==> config.mk <==
export PLATFORM = sky130hd
export DESIGN_NAME = sfpm_ctrl
export DESIGN_NICKNAME = d
export VERILOG_FILES = /design/src/design/sfpm_shift.v /design/src/design/sfpm_ctrl.v
export VERILOG_INCLUDE_DIRS = /design/src /design/src/include
export SDC_FILE = /design/constraint.sdc
export NUM_CORES = 1
export LEC_CHECK = 0
export BUFFER_PORTS_ARGS = -buffer_cell sky130_fd_sc_hd__buf_2
export CAP_MARGIN = 20
export CORE_ASPECT_RATIO = 1.25
export CORE_UTILIZATION = 40
export DETAILED_ROUTE_END_ITERATION = 7
export HOLD_SLACK_MARGIN = 0.08
export SLEW_MARGIN = 20
export SYNTH_ARGS = -nofsm -noshare
export SYNTH_HDL_FRONTEND = slang
export SYNTH_HIERARCHICAL = 1
export SYNTH_SLANG_ARGS = --single-unit
==> constraint.sdc <==
create_clock -name mclk -period 3.55 [get_ports mclk]
set_input_delay 0.5325 -clock mclk [delete_from_list [all_inputs] [get_ports mclk]]
set_output_delay 0.5325 -clock mclk [all_outputs]
set_load 0.01 [all_outputs]
==> src/include/sfpm_consts.vh <==
`ifndef SFPM_CONSTS_VH
`define SFPM_CONSTS_VH
// instruction codes
`define SFPM_CMD_SLEEP 8'hb9
`define SFPM_CMD_WAKE 8'hab
// busy flag position in volatile status register 1
`define SFPM_BUSY_BIT 0
// clock period in ns
`define SFPM_CLK_NS 50
// sleep entry delay, least time in ns
`define SFPM_SLEEP_ENTRY_NS 3000
// wake exit delay, least time in ns
`define SFPM_WAKE_EXIT_NS 5000
// cycles, rounded up
`define SFPM_SLEEP_ENTRY_CYC ((`SFPM_SLEEP_ENTRY_NS + `SFPM_CLK_NS - 1) / `SFPM_CLK_NS)
`define SFPM_WAKE_EXIT_CYC ((`SFPM_WAKE_EXIT_NS + `SFPM_CLK_NS - 1) / `SFPM_CLK_NS)
// power mode codes
`define SFPM_MODE_STANDBY 2'h0
`define SFPM_MODE_ACTIVE 2'h1
`define SFPM_MODE_SLEEP 2'h2
`endif

==> src/design/sfpm_shift.v <==
`timescale 1ns/1ns
// captures the first byte of a frame, msb first, on synchronised clock rises
module sfpm_shift (
   // clock and reset
   input wire mclk,
   input wire rst,
   // synchronised select and data levels, and the clock rise pulse
   input wire cs_sel,
   input wire sck_rise,
   input wire si_bit,
   // result
   output reg [7:0] op_r,
   output reg op_done_r,
   output reg sck_seen_r
);
   reg [2:0] cnt_r;
   reg [7:0] sh_r;

   // shift register, restarted while chip select is high
   always @(posedge mclk) begin
      if (rst || !cs_sel) begin
         cnt_r <= 3'h0;
         sh_r <= 8'h00;
         op_r <= 8'h00;
         op_done_r <= 1'b0;
         sck_seen_r <= 1'b0;
      end else if (sck_rise) begin
         sck_seen_r <= 1'b1;
         if (!op_done_r) begin
            sh_r <= {sh_r[6:0], si_bit};
            cnt_r <= cnt_r + 3'h1;
            if (cnt_r == 3'h7) begin
               op_r <= {sh_r[6:0], si_bit};
               op_done_r <= 1'b1;
            end
         end
      end
   end
endmodule

==> src/design/sfpm_ctrl.v <==
`timescale 1ns/1ns
`include "sfpm_consts.vh"
module sfpm_ctrl #(
   parameter ENTRY_CYC = `SFPM_SLEEP_ENTRY_CYC,
   parameter WAKE_CYC = `SFPM_WAKE_EXIT_CYC
) (
   // clock and reset
   input wire mclk,
   input wire rst,
   // serial pins
   input wire cs_n,
   input wire sck,
   input wire si,
   // hardware reset pins
   input wire reset_pin_n,
   input wire shared_io_reset_pin_n,
   // busy from the memory core, volatile status register 1
   input wire [7:0] volatile_status_reg1,
   // status out
   output reg [1:0] power_mode_r,
   output reg dev_enabled_r,
   output reg deep_sleep_state_r,
   output reg waking_r,
   output reg dout_en_allow_r,
   output reg op_start_allow_r
);
   localparam ST_STBY = 3'h0;
   localparam ST_ACT = 3'h1;
   localparam ST_ENTRY = 3'h2;
   localparam ST_SLEEP = 3'h3;
   localparam ST_WAKE = 3'h4;

   // power mode code shown for each state; the wake delay still reports sleep
   function [1:0] mode_of;
      input [2:0] st_in;
      begin
         case (st_in)
            ST_ACT: mode_of = `SFPM_MODE_ACTIVE;
            // entry delay still counts as active until sleep is reached
            ST_ENTRY: mode_of = `SFPM_MODE_ACTIVE;
            ST_SLEEP: mode_of = `SFPM_MODE_SLEEP;
            ST_WAKE: mode_of = `SFPM_MODE_SLEEP;
            default: mode_of = `SFPM_MODE_STANDBY;
         endcase
      end
   endfunction

   // enable and data drive both need select low in the active state
   function sel_active;
      input sel_in;
      input [2:0] st_in;
      begin
         sel_active = sel_in && (st_in == ST_ACT);
      end
   endfunction

   // state, delay counter and the pending code flag
   reg [2:0] st_r, st_nxt;
   // sixteen bits cover the default delays with a wide margin
   reg [15:0] dly_r, dly_nxt;
   // an accepted sleep or wake code waits here until select rises
   reg pend_r, pend_nxt;
   // synchroniser stages and the delayed copies used for edge detection
   reg [1:0] cs_s, sck_s, si_s, rp_s, rq_s;
   reg sck_d_r, cs_d_r;
   // edges come from the second stage only; the first may still be settling
   wire cs_sel = ~cs_s[1];
   // limitation: sck must run slower than half of mclk, so each level lasts over one mclk period, or rises are lost
   wire sck_rise = sck_s[1] & ~sck_d_r;
   wire cs_rise = cs_s[1] & ~cs_d_r;
   // either reset pin alone forces standby once synchronised
   wire hw_reset = ~rp_s[1] | ~rq_s[1];
   wire busy_write_flag = volatile_status_reg1[`SFPM_BUSY_BIT];
   wire [7:0] op;
   wire op_done;
   wire sck_seen;

   // two-stage synchronisers for every pin
   // reset loads the idle pin levels so no false edge follows reset
   always @(posedge mclk) begin
      if (rst) begin
         cs_s <= 2'h3;
         sck_s <= 2'h0;
         si_s <= 2'h0;
         rp_s <= 2'h3;
         rq_s <= 2'h3;
         sck_d_r <= 1'b0;
         cs_d_r <= 1'b1;
      end else begin
         cs_s <= {cs_s[0], cs_n};
         sck_s <= {sck_s[0], sck};
         si_s <= {si_s[0], si};
         rp_s <= {rp_s[0], reset_pin_n};
         rq_s <= {rq_s[0], shared_io_reset_pin_n};
         sck_d_r <= sck_s[1];
         cs_d_r <= cs_s[1];
      end
   end

   // first byte decoder; bits after the eighth are ignored
   sfpm_shift u_shift (
      .mclk(mclk),
      .rst(rst),
      .cs_sel(cs_sel),
      .sck_rise(sck_rise),
      .si_bit(si_s[1]),
      .op_r(op),
      .op_done_r(op_done),
      .sck_seen_r(sck_seen)
   );

   // power state machine
   always @* begin
      st_nxt = st_r;
      dly_nxt = dly_r;
      pend_nxt = pend_r;
      case (st_r)
         ST_STBY: begin
            if (cs_sel) begin
               st_nxt = ST_ACT;
               pend_nxt = 1'b0;
            end
         end
         ST_ACT: begin
            // sleep code arrives in a clocked frame from standby
            // sleep code taken only when not busy
            // the code stands until select rises, so busy clearing mid-frame still lets it in
            if (cs_sel && op_done && op == `SFPM_CMD_SLEEP && !busy_write_flag) begin
               pend_nxt = 1'b1;
            end
            // wait for select rise, then entry delay
            if (!cs_sel && pend_r) begin
               st_nxt = ST_ENTRY;
               dly_nxt = ENTRY_CYC[15:0];
            end else if (!cs_sel && !busy_write_flag) begin
               st_nxt = ST_STBY;
            end
         end
         ST_ENTRY: begin
            // frames during the entry delay are not decoded; sleep follows regardless
            if (dly_r <= 16'h0001) begin
               st_nxt = ST_SLEEP;
               pend_nxt = 1'b0;
            end else begin
               dly_nxt = dly_r - 16'h0001;
            end
         end
         ST_SLEEP: begin
            // only wake code marked; others ignored
            // sck_seen guards against a clockless frame acting on a stale code
            if (cs_sel && op_done && sck_seen && op == `SFPM_CMD_WAKE) begin
               pend_nxt = 1'b1;
            end
            // select rise starts the wake delay
            if (cs_rise && pend_r) begin
               st_nxt = ST_WAKE;
               dly_nxt = WAKE_CYC[15:0];
               pend_nxt = 1'b0;
            end
         end
         ST_WAKE: begin
            // select activity ignored until delay ends
            // no frame is decoded here, so a stray select change cannot restart anything
            if (dly_r <= 16'h0001) begin
               st_nxt = ST_STBY;
            end else begin
               dly_nxt = dly_r - 16'h0001;
            end
         end
         default: begin
            // unused codes fall back to standby
            st_nxt = ST_STBY;
         end
      endcase
      // hardware reset pins wake from any state
      // placed last so it overrides every branch above
      if (hw_reset) begin
         st_nxt = ST_STBY;
         pend_nxt = 1'b0;
         dly_nxt = 16'h0000;
      end
   end

   // state registers and registered outputs
   always @(posedge mclk) begin
      if (rst) begin
         st_r <= ST_STBY;
         dly_r <= 16'h0000;
         pend_r <= 1'b0;
         power_mode_r <= `SFPM_MODE_STANDBY;
         dev_enabled_r <= 1'b0;
         deep_sleep_state_r <= 1'b0;
         waking_r <= 1'b0;
         dout_en_allow_r <= 1'b0;
         op_start_allow_r <= 1'b0;
      end else begin
         st_r <= st_nxt;
         dly_r <= dly_nxt;
         pend_r <= pend_nxt;
         // outputs follow the next state so they line up with the state register
         power_mode_r <= mode_of(st_nxt);
         dev_enabled_r <= sel_active(cs_sel, st_nxt);
         deep_sleep_state_r <= (st_nxt == ST_SLEEP);
         waking_r <= (st_nxt == ST_WAKE);
         // outputs and new operations blocked while asleep
         dout_en_allow_r <= sel_active(cs_sel, st_nxt);
         op_start_allow_r <= (st_nxt == ST_ACT);
      end
   end
endmodule

==> Word-level counts from Yosys, hierarchy flattened <==
Cells that the tools add are included.
{ "word_totals": {"regBits": 58, "in_bits": 15, "elab_cells": 93} }
{ "op_classes": {"addsub": 2, "n_lt_le_gt_ge": 1, "n_eq_ne": 18, "mux": 21, "n_bitwise": 9, "reduce_logical": 22} }
{ "ops": {"columns": ["operator", "n"], "rows": [
  ["two-way mux 16 bit", 3],
  ["case mux 16 bit (3 select lines)", 1],
  ["two-way mux 3 bit", 7],
  ["equality test 8 bit (second input constant)", 2],
  ["<= comparator 16 x 1 -> 1 bit (second input constant)", 1],
  ["subtractor 16 x 1 -> 16 bit (second input constant)", 1],
  ["case mux 3 bit (5 select lines)", 1],
  ["equality test 3 x 2 -> 1 bit (second input constant)", 4],
  ["!= test 2 bit (second input constant)", 6],
  ["equality test 3 bit (second input constant)", 3],
  ["logical AND 1 bit", 9],
  ["OR reduction 2 bit", 4],
  ["two-way mux 1 bit", 7],
  ["equality test 3 x 1 -> 1 bit (second input constant)", 2],
  ["NOT 1 bit", 6],
  ["AND reduction 5 bit", 1],
  ["case mux 1 bit (4 select lines)", 1],
  ["case mux 2 bit (2 select lines)", 1],
  ["AND reduction 4 bit", 1],
  ["nonzero test 4 bit", 1],
  ["adder 3 x 1 -> 3 bit (second input constant)", 1],
  ["zero test 3 bit", 1],
  ["!= test 3 bit (second input constant)", 1],
  ["AND reduction 3 bit", 1],
  ["6 further kinds", 7]
]} }

==> Logic depth before layout (Yosys ltp) <==
Gate-level depths: netlist of run 1.
{ "logic_depth": {"ltp_word": 9, "depth_mapped": 8, "ltp_nobuf": 7} }

==> Cells and area by module <==
The synthesis of run 1 kept the hierarchy.
{ "modules_own_cells": {"columns": ["mod", "n_inst", "cells_per_inst", "area_per_inst_um2", "seq_area_each_um2"], "rows": [
  ["sfpm_ctrl", 1, 208, 1850.5, 760.7],
  ["sfpm_shift", 1, 89, 738.2, 400.4]
]} }

==> Worst setup path before layout of run 1 <==
Ideal clock, no wire load.
{ "synth_timing": {"path_kind": "reg-to-reg", "start": "register dly_r[0]", "end": "register dly_r[13]", "arrival_ps": 1813, "required_time_ps": 3478, "slack_ps": 1665, "stages_incl_launch_ff": 7, "synth_period_minus_slack_ps": 1885, "path_cell_list": "dfxtp_1 -> inv_1 -> ha_1 -> o2111ai_2 -> o211ai_4 -> or4_1 -> a21oi_1"} }
{ "synth_via": {"elab_chain_cells": 3, "word_cells_on_any_way": 6, "classes_between": "add/sub: 1; order compare: 1; eq/ne: 1; mux: 2; reduce/logical: 1"} }
{ "synth_rtl": {"columns": ["item", "line", "rtl"], "rows": [
  ["start: declaration", "sfpm_ctrl.v:60", "reg [15:0] dly_r, dly_nxt;"],
  ["start signal: assignment", "sfpm_ctrl.v:198", "dly_r <= dly_nxt;"],
  ["subtractor 16 x 1 -> 16 bit / <= comparator 16 x 1 -> 1 bit (equally long branches)", null, null],
  ["two-way mux 16 bit / != test 2 bit (equally long branches)", null, null],
  ["case mux 16 bit (3 select lines) / AND reduction 4 bit (equally long branches)", null, null]
]} }
Several ways; a longest one is shown, not always the timed one. The select of a mux whose other input is x is not followed.
A chain may end at the register's enable or synchronous reset.

==> Worst setup path in the final report of run 1 <==
{ "layout_timing": {"start": "register st_r[0]", "end": "register dly_r[9]"} }
{ "layout_via": {"elab_chain_cells": 4, "word_cells_on_any_way": 11, "classes_between": "eq/ne: 7; mux: 1; reduce/logical: 3"} }
{ "layout_rtl": {"columns": ["item", "line", "rtl"], "rows": [
  ["start: declaration", "sfpm_ctrl.v:58", "reg [2:0] st_r, st_nxt;"],
  ["start signal: assignment", "sfpm_ctrl.v:197", "st_r <= st_nxt;"],
  ["equality test 3 bit / equality test 3 x 2 -> 1 bit (equally long branches)", "sfpm_ctrl.v:117", "case (st_r)"],
  ["OR reduction 2 bit (no line)", null, null],
  ["!= test 2 bit (no line) / nonzero test 3 bit (equally long branches)", null, null],
  ["AND reduction 4 bit (no line)", null, null]
]} }
Several ways; a longest one is shown, not always the timed one.

==> parameters.txt, run 1 <==
Parameter                              Value

Run status
  Run status    finished clean

Timing
  Final worst slack    1240 ps
  Setup repair after global routing missed its margin    no
  Setup clock skew after layout    4.70 ps
  Worst-Margin Slew    739 ps
  Count of final max-slew check failures    0
  Fin crit share    65.0%
  Finish-stage setup viols    0
  Worst max-slew margin expressed relative to the limit    50.7%
  Final setup TNS    0 ps
  Final worst path period need    2310 ps
  Upper clock frequency limit    0.433 GHz
  Hold Fails Final Rpt    0

Yosys
  Number of synthesized flops with an enable pin    0
  Synth unique cells    55
  Synth async-reset ratio    0%
  Ys Warns    6
  Post-Synthesis Cell Area    0.00259 mm2
  FF+latch count, synth    58
  Post-Synthesis Net Count    316
  Cell count after synthesis    297
  Most used flip-flop cell after synthesis    sky130_fd_sc_hd__dfxtp_1
  Post-synthesis sequential area ratio    44.9%
  Post-Synthesis Mean Instance Area    8.72 um2

Floorplan
  Die W    74.0 um
  Area of the die    0.00680 mm2
  Starting Density    41.7%
  Placeable core region    0.00621 mm2
  Die H    91.9 um
  Top-level port count    22
  Row count    32

Worst setup path
  End of the worst register-to-register path    dly_r[9]$_SDFFE_PP0P_
  Critical path fanouts, max    17
  Startpoint type of the worst setup path    flip-flop
  Crit Path Class    flip-flop to flip-flop
  Kind of end point of the critical path    flip-flop
  Reg2reg start    st_r[0]$_SDFF_PP0_
  Register-to-register setup slack    1240 ps
  Arrival time at the worst endpoint    2570 ps
  Logic depth of the worst register-to-register path    5
  Crit path required time    3810 ps

Finish
  Area grow syn2layout    10.2%
  Fraction of layout instances using a drive strength above 1    16.4%
  Ant. Diodes    0
  Number of nets in the layout    326

Place
  IO Port Bufs    14
  Post-placement worst setup slack    1250 ps
  Placer's final routability congestion estimate    0.846
  DP HPWL    3240 um

Route
  Detailed-route vias per instance    5.05
  Initial DRC count    123
  WL per Instance    11.8 um
  Post-route DRC    0
  Post-detailed-route count of antenna-violating nets    0
  Wire length reported by the detailed router    4660 um
  Total via count after detailed routing    1,998
  Iteration count of the initial detailed-routing pass    4

GRT
  GRT Residual Overflow    0
  Via count of the first global-routing pass    1,892
  Total global routing track utilization    15.9%
  Global-route wire length before repair    8210 um
  Maximum number of pins on one net before global-route repair    21
  Antenna violations before repair    0

Min path
  Hold path depth    2
  Startpoint of the most critical hold path    cs_n
  Endpoint with the worst hold slack    cs_s[0]$_SDFF_PP1_
  Class of the tightest hold or removal check    input port to flip-flop

Pwr
  Leakage power    1.00 nW
  Maximum vdd ir drop    0.000249 V
  Power Dens Cells    451 mW/mm2
  Total Power    0.00129 W

Clock network
  Worst-path clk slew    60 ps
  Clock Root Buffer    sky130_fd_sc_hd__clkbuf_8
  H-Tree Level Count    3
  Number of gates resized after cts    0
  Hold bufs inserted after CTS    0
  Source-to-sink clock delay at the later pin of the worst-skew pair    340 ps
  CTS tree    yes
  Post-CTS repair timing setup buffer count    0
  Total clock buffers created by CTS    9
  Clock Sink Count    58
  Number of buffers on the longest clock path    2

Flow run
  Max-cap check violation count    0
-- report_power, final --
| group | internal, W | switching (W) |
|---|---|---|
| Clock | 0.000337 | 0.000246 |
| Combinational | 0.0000150 | 0.0000237 |
| Sequential | 0.000658 | 0.00000491 |
-- Yosys cell counts, types with 2 or more instances --
| cell type | n | area, um2 |
|---|---|---|
| sky130_fd_sc_hd__nand3_1 | 3 | 15.0 |
| sky130_fd_sc_hd__nand2_1 | 48 | 180 |
| sky130_fd_sc_hd__buf_6 | 3 | 33.8 |
| sky130_fd_sc_hd__o21ai_0 | 7 | 35.0 |
| sky130_fd_sc_hd__or3_1 | 8 | 50.1 |
| sky130_fd_sc_hd__o31ai_1 | 4 | 30.0 |
| sky130_fd_sc_hd__buf_4 | 4 | 30.0 |
| sky130_fd_sc_hd__a31oi_1 | 3 | 18.8 |
| sky130_fd_sc_hd__buf_2 | 3 | 15.0 |
| sky130_fd_sc_hd__a21oi_1 | 35 | 175 |
| sky130_fd_sc_hd__clkbuf_1 | 4 | 15.0 |
| sky130_fd_sc_hd__nand2b_1 | 4 | 25.0 |
| sky130_fd_sc_hd__nor3_1 | 6 | 30.0 |
| sky130_fd_sc_hd__o22ai_1 | 2 | 12.5 |
| sky130_fd_sc_hd__or2_1 | 3 | 18.8 |
| sky130_fd_sc_hd__nor2_1 | 23 | 86.3 |
| sky130_fd_sc_hd__nand3b_1 | 3 | 22.5 |
| sky130_fd_sc_hd__or2_2 | 8 | 50.1 |
| sky130_fd_sc_hd__a21oi_2 | 3 | 26.3 |
| sky130_fd_sc_hd__a311oi_1 | 2 | 17.5 |
| sky130_fd_sc_hd__dfxtp_1 | 58 | 1160 |
| sky130_fd_sc_hd__or4_1 | 4 | 30.0 |
| sky130_fd_sc_hd__inv_1 | 5 | 18.8 |
| sky130_fd_sc_hd__nor2b_1 | 8 | 50.1 |
| sky130_fd_sc_hd__ha_1 | 4 | 50.1 |
| sky130_fd_sc_hd__o21ai_1 | 5 | 25.0 |
| sky130_fd_sc_hd__nor4_1 | 3 | 18.8 |
| sky130_fd_sc_hd__mux2i_1 | 2 | 20.0 |
| sky130_fd_sc_hd__and2_1 | 4 | 25.0 |
| sky130_fd_sc_hd__nor3b_1 | 3 | 22.5 |
-- cell type report --
class                      instances  area (um2)
multi-input combinational        219        1310
clock buffer                      12         145
fill                             607        3350
clock inverter                     3        40.0
tap                               85         106
inverter                           5        18.8
timing repair buffer              14        70.1
sequential                        58        1160
-- worst max-delay path by stage --
stage	start	endpoint	cells past startpoint
3_3_place_gp	st_r[0]$_SDFF_PP0_	dly_r[9]$_SDFFE_PP0P_	5
3_5_place_dp	st_r[0]$_SDFF_PP0_	dly_r[9]$_SDFFE_PP0P_	5
4_1_cts	st_r[0]$_SDFF_PP0_	dly_r[9]$_SDFFE_PP0P_	5
6_report	st_r[0]$_SDFF_PP0_	dly_r[9]$_SDFFE_PP0P_	5
2_1_floorplan	dly_r[0]$_SDFFE_PP0P_	dly_r[13]$_SDFFE_PP0P_	6
5_1_grt	st_r[0]$_SDFF_PP0_	dly_r[10]$_SDFFE_PP0P_	5
-- metrics by stage --
stage	area, um2	std cells	util, %	hold WS (ps)
after floorplan	2590	297	-	389
after global placement	2670	381	43.0	395
after detailed placement	2670	381	43.0	395
after CTS	2850	396	46.0	359
after global routing	2850	396	46.0	365
final	2850	396	46.0	377
-- critical path: stages, from the launching register on --
cell and delay (ps):
sky130_fd_sc_hd__dfxtp_1 720, sky130_fd_sc_hd__nor2_1 180, sky130_fd_sc_hd__o32ai_4 440, sky130_fd_sc_hd__o31ai_4 240
sky130_fd_sc_hd__or4_1 500, sky130_fd_sc_hd__a21oi_1 150
-- registers in the layout, indices dropped and copies added, names as in the netlist --
name and cells:
dly_r 16, u_shift/op_r 8, u_shift/sh_r 7, st_r 3
u_shift/cnt_r 3, cs_s 2, power_mode_r 2, rp_s 2
rq_s 2, sck_s 2, si_s 2, cs_d_r 1
deep_sleep_state_r 1, dout_en_allow_r 1, op_start_allow_r 1, pend_r 1
sck_d_r 1, u_shift/op_done_r 1, u_shift/sck_seen_r 1, waking_r 1
-- layer usage --
layer	up-vias	routed length, um	global-route usage, %
li1	1055	-	-
met1	905	2200	18.3
met2	25	2210	25.5
met3	13	129	3.52
met4	0	124	11.2
met5	-	0	0
-- cells in the final DEF (no fill, tap or decap), drive strengths merged, types with 6 or more instances in the layout --
master | synthesis | final
clkbuf | 4 | 12
nor3 | 6 | 6
a21oi | 38 | 38
or2 | 11 | 11
nor2b | 9 | 9
nor2 | 24 | 24
or3 | 9 | 9
o21ai | 13 | 13
dfxtp | 58 | 58
nand2 | 48 | 48
buf | 11 | 14
-- kinds of logic (layout without fill, tap and decap cells) --
kind of cell | count (synthesis) | count (layout) | share of synthesized area (%)
muxes | 2 | 2 | 0.773
AOI/OAI and AO/OA | 73 | 73 | 19.1
adders and majority gates | 4 | 4 | 1.93
xor gates and xnor gates | 2 | 2 | 0.967
buffers and inverters | 20 | 34 | 4.49
and+or+nand+nor | 138 | 138 | 27.9
DFF | 58 | 58 | 44.9
No activity file was read; power rests on OpenSTA's default activity.
==> run 2, diff against run 1 <==
clock period = 2.2 ns   (was 3.55 ns; I/O delays follow)
==> run 2 against run 1 <==
  * Clock skew up 2.9 ps
  * Critical path type unchanged
  * Final cell count rose by 4.0%
  * Largest power group unchanged
  * Total power is 63% higher
  * First-iteration DRC count decreased by 23%
==> parameters.txt, run 2 (synthesis gave the netlist of run 1 again) <==
Parameter                              Value

Run status
  Run status    finished clean

Worst setup path
  Arrival time at the worst endpoint    2310 ps (-260 ps)
  Critical path fanouts, max    10 (-7)
  Register-to-register setup slack    150 ps (-1090 ps)
  End of the worst register-to-register path    dly_r[10]$_SDFFE_PP0P_
  Slowest Stage Delay on Critical Path    460 ps (-260 ps)
  Reg2reg start    dly_r[0]$_SDFFE_PP0P_
  CP max-delay cell    sky130_fd_sc_hd__or4_1
  Sequence of cells on the critical path    inv_1 > ha_1 > o2111ai_2 > o31ai_4 > buf_4 > or4_1 > a21oi_1
  Buffers and inverters on the worst path    2 (+2)
  Kind of end point of the critical path    flip-flop
  Startpoint type of the worst setup path    flip-flop
  Crit Path Class    flip-flop to flip-flop
  Worst path top cell family by delay    compound AO/OA/AOI/OAI gates
  Logic depth of the worst register-to-register path    7 (+2)
  Crit path required time    2460 ps (-1350 ps)

Clock network
  Clock Root Buffer    sky130_fd_sc_hd__clkbuf_8
  Source-to-sink clock delay at the later pin of the worst-skew pair    340 ps (about the same)
  Total clock buffers created by CTS    9 (unchanged)
  CTS tree    yes
  H-Tree Level Count    3 (unchanged)
  Worst-path clk slew    70 ps (about the same)
  Number of buffers on the longest clock path    2 (unchanged)
  Clock Sink Count    58 (unchanged)
  Post-CTS repair timing setup buffer count    0 (unchanged)

Place
  Placer's final routability congestion estimate    0.783 (-7.4%)
  Total cell area at the placement stage    0.00278 mm2 (+4.2%)
  Post-placement worst setup slack    156 ps (-1090 ps)
  IO Port Bufs    14 (unchanged)
  DP HPWL    3550 um (+9.9%)

Route
  Post-detailed-route count of antenna-violating nets    0 (unchanged)
  Iteration count of the initial detailed-routing pass    4 (unchanged)
  Initial DRC count    95 (-23%)
  Total via count after detailed routing    2,068 (+3.5%)
  Post-route DRC    0 (unchanged)
  WL per Instance    11.8 um (+0.55%)
  Detailed-route vias per instance    5.02 (-0.52%)
  Wire length reported by the detailed router    4870 um (+4.6%)

Pwr
  Total Power    0.00210 W (+63%)
  Power Dens Cells    706 mW/mm2 (+57%)
  Maximum vdd ir drop    0.000464 V (+87%)
  Leakage power    1.08 nW (+7.8%)

Floorplan
  Die W    74.0 um (unchanged)
  Starting Density    41.7% (unchanged)
  Row count    32 (unchanged)
  Area of the die    0.00680 mm2 (unchanged)
  Placeable core region    0.00621 mm2 (unchanged)
  Top-level port count    22 (unchanged)
  Die H    91.9 um (unchanged)

Flow run
  Max-cap check violation count    0 (unchanged)

Timing
  Setup repair after global routing missed its margin    no
  Fin crit share    93.0% (+28 points)
  Upper clock frequency limit    0.489 GHz (+13%)
  Hold Fails Final Rpt    0 (unchanged)
  Worst max-slew margin expressed relative to the limit    70.8% (+20 points)
  Final worst slack    155 ps (-1090 ps)
  Final setup TNS    0 ps (unchanged)
  Worst-Margin Slew    434 ps (-306 ps)
  Count of final max-slew check failures    0 (unchanged)
  Final worst path period need    2050 ps (-263 ps)
  Finish-stage setup viols    0 (unchanged)
  Setup clock skew after layout    7.60 ps (+2.90 ps)

Finish
  Most frequent standard cell in the layout excluding fill and tap cells    sky130_fd_sc_hd__dfxtp_1
  Number of nets in the layout    341 (+4.6%)
  Number of inserted filler cells in the final layout    642 (+5.8%)
  Most flop-heavy register    dly_r
  Area grow syn2layout    14.9%
  Fraction of layout instances using a drive strength above 1    20.8% (+4.4 points)
  Number of flip-flops under the largest register name    16 (unchanged)
  Final instance area    0.00298 mm2 (+4.3%)
  Top library cells by usage in the layout, fill and taps aside    sky130_fd_sc_hd__dfxtp_1, sky130_fd_sc_hd__nand2_1, sky130_fd_sc_hd__a21oi_1, sky130_fd_sc_hd__nor2_1, sky130_fd_sc_hd__buf_4
  Top flop regs    dly_r: 16 flops, u_shift/op_r: 8 flops, u_shift/sh_r: 7 flops
  Ant. Diodes    0 (unchanged)

GRT
  Via count of the first global-routing pass    1,991 (+5.2%)
  Maximum number of pins on one net before global-route repair    21 (unchanged)
  GRT Residual Overflow    0 (unchanged)
  Global-route wire length before repair    8980 um (+9.4%)
  Antenna violations before repair    0 (unchanged)
  Total global routing track utilization    17.2% (+1.3 points)

Min path
  Class of the tightest hold or removal check    input port to flip-flop
  Hold path depth    2 (unchanged)
  Endpoint with the worst hold slack    rp_s[0]$_SDFF_PP1_
  Startpoint of the most critical hold path    reset_pin_n
==> run 2: area by class of cell <==
type / instances / area [um2] / share of cell area, %
flip-flops and latches: 58 / 1160 / 39.0
repair buffers: 29 / 183 / 6.14
inverters: 5 / 18.8 / 0.631
well taps: 85 / 106 / 3.57
multi-input cells: 219 / 1310 / 44.1
clock inverters: 5 / 53.8 / 1.81
clock buffers: 11 / 141 / 4.75
==> run 2: worst register-to-register path, delay by kind of cell (launching register included) <==
| family | cells | cell delay (ps) |
|---|---|---|
| buffers and inverters | 2 | 270 |
| and+or+nand+nor | 1 | 460 |
| AOI/OAI and AO/OA | 3 | 610 |
| adders and majority gates | 1 | 250 |
| DFF | 1 | 390 |
==> run 2: routing by layer <==
layer / vias up / global-route usage (%) / share of wire [%]
met4: 0 / 9.94 / 2.5
met1: 947 / 19.6 / 45
met3: 10 / 4.51 / 3.0
met5: - / 0 / 0
li1: 1088 / - / -
met2: 23 / 28.4 / 49
==> run 2: what timing repair did <==
item                       CTS  global route
hold buffers                 0             0
resized for setup            0             1
setup endpoints to repair    0             1
==> run 2: worst max path at each step <==
stage / startpoint / end / cells after the start
2_1_floorplan: dly_r[0]$_SDFFE_PP0P_ / dly_r[13]$_SDFFE_PP0P_ / 6
3_3_place_gp: dly_r[0]$_SDFFE_PP0P_ / dly_r[9]$_SDFFE_PP0P_ / 7
3_5_place_dp: dly_r[0]$_SDFFE_PP0P_ / dly_r[9]$_SDFFE_PP0P_ / 7
4_1_cts: dly_r[0]$_SDFFE_PP0P_ / dly_r[9]$_SDFFE_PP0P_ / 7
5_1_grt: dly_r[3]$_SDFFE_PP0P_ / dly_r[15]$_SDFFE_PP0P_ / 5
6_report: dly_r[0]$_SDFFE_PP0P_ / dly_r[10]$_SDFFE_PP0P_ / 7
==> run 2: metrics by stage <==
| step | hold WS, ps | cells | util (%) |
|---|---|---|---|
| 6_report | 169 | 412 | 47.9 |
| 3_3_place_gp | 394 | 396 | 44.8 |
| 2_1_floorplan | 389 | 297 | - |
| 3_5_place_dp | 393 | 396 | 44.8 |
| 4_1_cts | 157 | 412 | 47.9 |
| 5_1_grt | 165 | 412 | 47.9 |
==> run 2: report_power, final <==
group	internal (W)	switching [W]	leakage, nW
Sequential	0.00106	0.00000393	0.470
Clock	0.000549	0.000412	0.103
Combinational	0.0000281	0.0000441	0.505
Total	0.00164	0.000460	1.08
==> run 3, diff against run 2 <==
CORE_UTILIZATION = 58   (was 40)
PLACE_DENSITY = 0.78   (was not set)
SETUP_SLACK_MARGIN = 0.1   (was not set)
==> run 3 against run 2 <==
  * Non-clock buffer count shrank 4
  * Clock power up 11%
  * Hold slack better by 14 ps
  * Routed wire length down 0.53%
  * Die area fell by 30%
  * Cell area did not move
  * Via count increased by 0.48%
  * Clock skew shrank 0.90 ps
  * Clock-buffer cell count rose by 2
  * Critical path type unchanged
==> parameters.txt, run 3 (synthesis gave the netlist of run 1 again) <==
Parameter                              Value

Run status
  Run status    finished clean

Floorplan
  Top-level port count    22 (unchanged)
  Row count    26 (-19%)
  Placeable core region    0.00420 mm2 (-32%)
  Die W    61.8 um (-16%)
  Die H    76.7 um (-17%)
  Starting Density    61.7% (+20 points)
  Area of the die    0.00474 mm2 (-30%)

Worst setup path
  Crit path required time    2450 ps (about the same)
  Logic depth of the worst register-to-register path    8 (+1)
  Startpoint type of the worst setup path    flip-flop
  Worst path top cell family by delay    simple AND/OR/NAND/NOR gates
  Sequence of cells on the critical path    inv_1 > ha_2 > nor3b_1 > buf_4 > nand2_1 > nor2_1 > or4b_1 > a21oi_1
  Kind of end point of the critical path    flip-flop
  CP max-delay cell    sky130_fd_sc_hd__or4b_1
  Buffers and inverters on the worst path    2 (unchanged)
  Critical path fanouts, max    6 (-4)
  Register-to-register setup slack    240 ps (+90 ps)
  Slowest Stage Delay on Critical Path    430 ps (-30 ps)
  End of the worst register-to-register path    dly_r[14]$_SDFFE_PP0P_
  Crit Path Class    flip-flop to flip-flop
  Arrival time at the worst endpoint    2200 ps (-110 ps)
  Reg2reg start    dly_r[0]$_SDFFE_PP0P_

Clock network
  Hold bufs inserted after CTS    0 (unchanged)
  Worst-path clk slew    60 ps (about the same)
  CTS tree    yes
  H-Tree Level Count    3 (unchanged)
  Clock Sink Count    58 (unchanged)
  Clock Root Buffer    sky130_fd_sc_hd__clkbuf_8
  Source-to-sink clock delay at the later pin of the worst-skew pair    330 ps (about the same)
  Number of buffers on the longest clock path    2 (unchanged)
  Total clock buffers created by CTS    9 (unchanged)

GRT
  Maximum number of pins on one net before global-route repair    21 (unchanged)
  GRT Residual Overflow    0 (unchanged)
  Total global routing track utilization    22.5% (+5.2 points)
  Antenna violations before repair    0 (unchanged)
  Global-route wire length before repair    7970 um (-11%)
  Via count of the first global-routing pass    1,940 (-2.6%)

Timing
  Final worst path period need    1960 ps (-89.9 ps)
  Finish-stage setup viols    0 (unchanged)
  Worst max-slew margin expressed relative to the limit    51.7% (-19 points)
  Count of final max-slew check failures    0 (unchanged)
  Final setup TNS    0 ps (unchanged)
  Setup repair after global routing missed its margin    no
  Fin crit share    88.9% (-4.1 points)
  Upper clock frequency limit    0.511 GHz (+4.6%)
  Setup clock skew after layout    6.70 ps (-0.901 ps)
  Hold Fails Final Rpt    0 (unchanged)
  Worst-Margin Slew    725 ps (+291 ps)

Finish
  Top library cells by usage in the layout, fill and taps aside    sky130_fd_sc_hd__dfxtp_1, sky130_fd_sc_hd__nand2_1, sky130_fd_sc_hd__a21oi_1, sky130_fd_sc_hd__nor2_1, sky130_fd_sc_hd__buf_2
  Fraction of layout instances using a drive strength above 1    21.1% (+0.32 points)
  Number of nets in the layout    337 (-1.2%)
  Ant. Diodes    0 (unchanged)
  Most frequent standard cell in the layout excluding fill and tap cells    sky130_fd_sc_hd__dfxtp_1
  Most flop-heavy register    dly_r
  Number of flip-flops under the largest register name    16 (unchanged)
  Top flop regs    dly_r: 16 flops, u_shift/op_r: 8 flops, u_shift/sh_r: 7 flops
  Area grow syn2layout    14.9% (unchanged)
  Number of inserted filler cells in the final layout    347 (-46%)
  Final instance area    0.00298 mm2 (unchanged)

Pwr
  Power dissipated by switching net loads    0.000421 W (-8.3%)
  Switching Share    19.1% (-2.8 points)
  Power Dens Cells    741 mW/mm2 (+5.1%)
  Maximum vdd ir drop    0.000610 V (+31%)
  Leakage power    1.08 nW (about the same)
  Total internal power    0.00178 W (+8.8%)
  Sequential fraction of design power    48.4% (-2.4 points)
  Clock share of power    48.5% (+2.7 points)
  Combinational Power Share    3.2% (-0.2 points)

Route
  Wire length reported by the detailed router    4850 um (-0.53%)
  Wire length on met3    160 um (+8.1%)
  Iteration count of the initial detailed-routing pass    4 (unchanged)
  WL per Instance    12.8 um (+8.4%)
  Post-route met1 wirelength    2070 um (-5.6%)
  Detailed-route vias per instance    5.50 (+9.5%)
  Detailed route wirelength on metal2    2500 um (+3.8%)
  Top routing layer used    met4
  Post-detailed-route count of antenna-violating nets    0 (unchanged)
  Total via count after detailed routing    2,078 (+0.48%)
  Initial DRC count    70 (-26%)
  Post-route DRC    0 (unchanged)

Flow run
  Max-cap check violation count    0 (unchanged)

Place
  IO Port Bufs    14 (unchanged)
  Total cell area at the placement stage    0.00269 mm2 (-3.2%)
  DP HPWL    3370 um (-5.2%)
  Placer's final routability congestion estimate    0.834 (+6.5%)

Min path
  Hold path depth    2 (unchanged)
  Class of the tightest hold or removal check    input port to flip-flop
  Endpoint with the worst hold slack    cs_s[0]$_SDFF_PP1_
  Startpoint of the most critical hold path    cs_n
## run 3: cell count changes in the layout (fill, tap and decap cells not counted), moves of 2 or more
cell / delta
sky130_fd_sc_hd__dfxtp_2: +2
sky130_fd_sc_hd__nor4_1: -2
sky130_fd_sc_hd__clkinv_2: -3
sky130_fd_sc_hd__buf_4: -4
sky130_fd_sc_hd__dfxtp_1: -2
## run 3: worst max path at each step
stage	from	endpoint	slack, ps	cells after the start
finish	dly_r[0]$_SDFFE_PP0P_	dly_r[14]$_SDFFE_PP0P_	240	8
global route	dly_r[0]$_SDFFE_PP0P_	dly_r[14]$_SDFFE_PP0P_	140	8
CTS	dly_r[5]$_SDFFE_PP0P_	dly_r[9]$_SDFFE_PP0P_	100	5
detailed placement	dly_r[0]$_SDFFE_PP0P_	dly_r[9]$_SDFFE_PP0P_	40	6
global placement	dly_r[0]$_SDFFE_PP0P_	dly_r[10]$_SDFFE_PP0P_	140	6
floorplan	dly_r[0]$_SDFFE_PP0P_	dly_r[13]$_SDFFE_PP0P_	320	6
## run 3: area by class of cell
cell class	count	area (um2)	area share, %
inverters	5	18.8	0.631
well taps	56	70.1	2.35
multi-input cells	219	1350	45.4
repair buffers	25	153	5.13
flip-flops and latches	58	1160	39.1
clock inverters	2	60.1	2.02
clock buffers	13	159	5.34
## run 3: power groups by stage
stage	Clock [W]	Combinational, W	Sequential [W]
4_1_cts	0.00109	0.0000711	0.00107
6_report	0.00107	0.0000703	0.00107
5_1_grt	0.00113	0.0000790	0.00107
3_3_place_gp	0	0.0000702	0.00109
3_5_place_dp	0	0.0000708	0.00109
2_1_floorplan	0	0.0000530	0.00109
## run 3: per-stage QoR
stage                     std cells  setup WS (ps)  total power [W]  util (%)  hold slack (ps)
after floorplan                 297            315          0.00114         -              389
after global placement          360            139          0.00116      64.1              394
after detailed placement        360           43.2          0.00116      64.1              395
after CTS                       375            104          0.00222      69.6              174
after global routing            378            145          0.00228      70.9              183
final                           378            244          0.00221      70.9              184
## run 3: repair_timing
item | in CTS | in global routing
setup buffers | 0 | 3
resized for setup | 1 | 7
endpoints found under the setup margin | 6 | 13
pin swaps | 0 | 2
## run 3: routing by layer
layer	track usage, %	vias to the layer above
met2	39.2	34
met3	7.08	9
li1	-	1083
met5	0	-
met1	23.8	952
met4	9.33	0
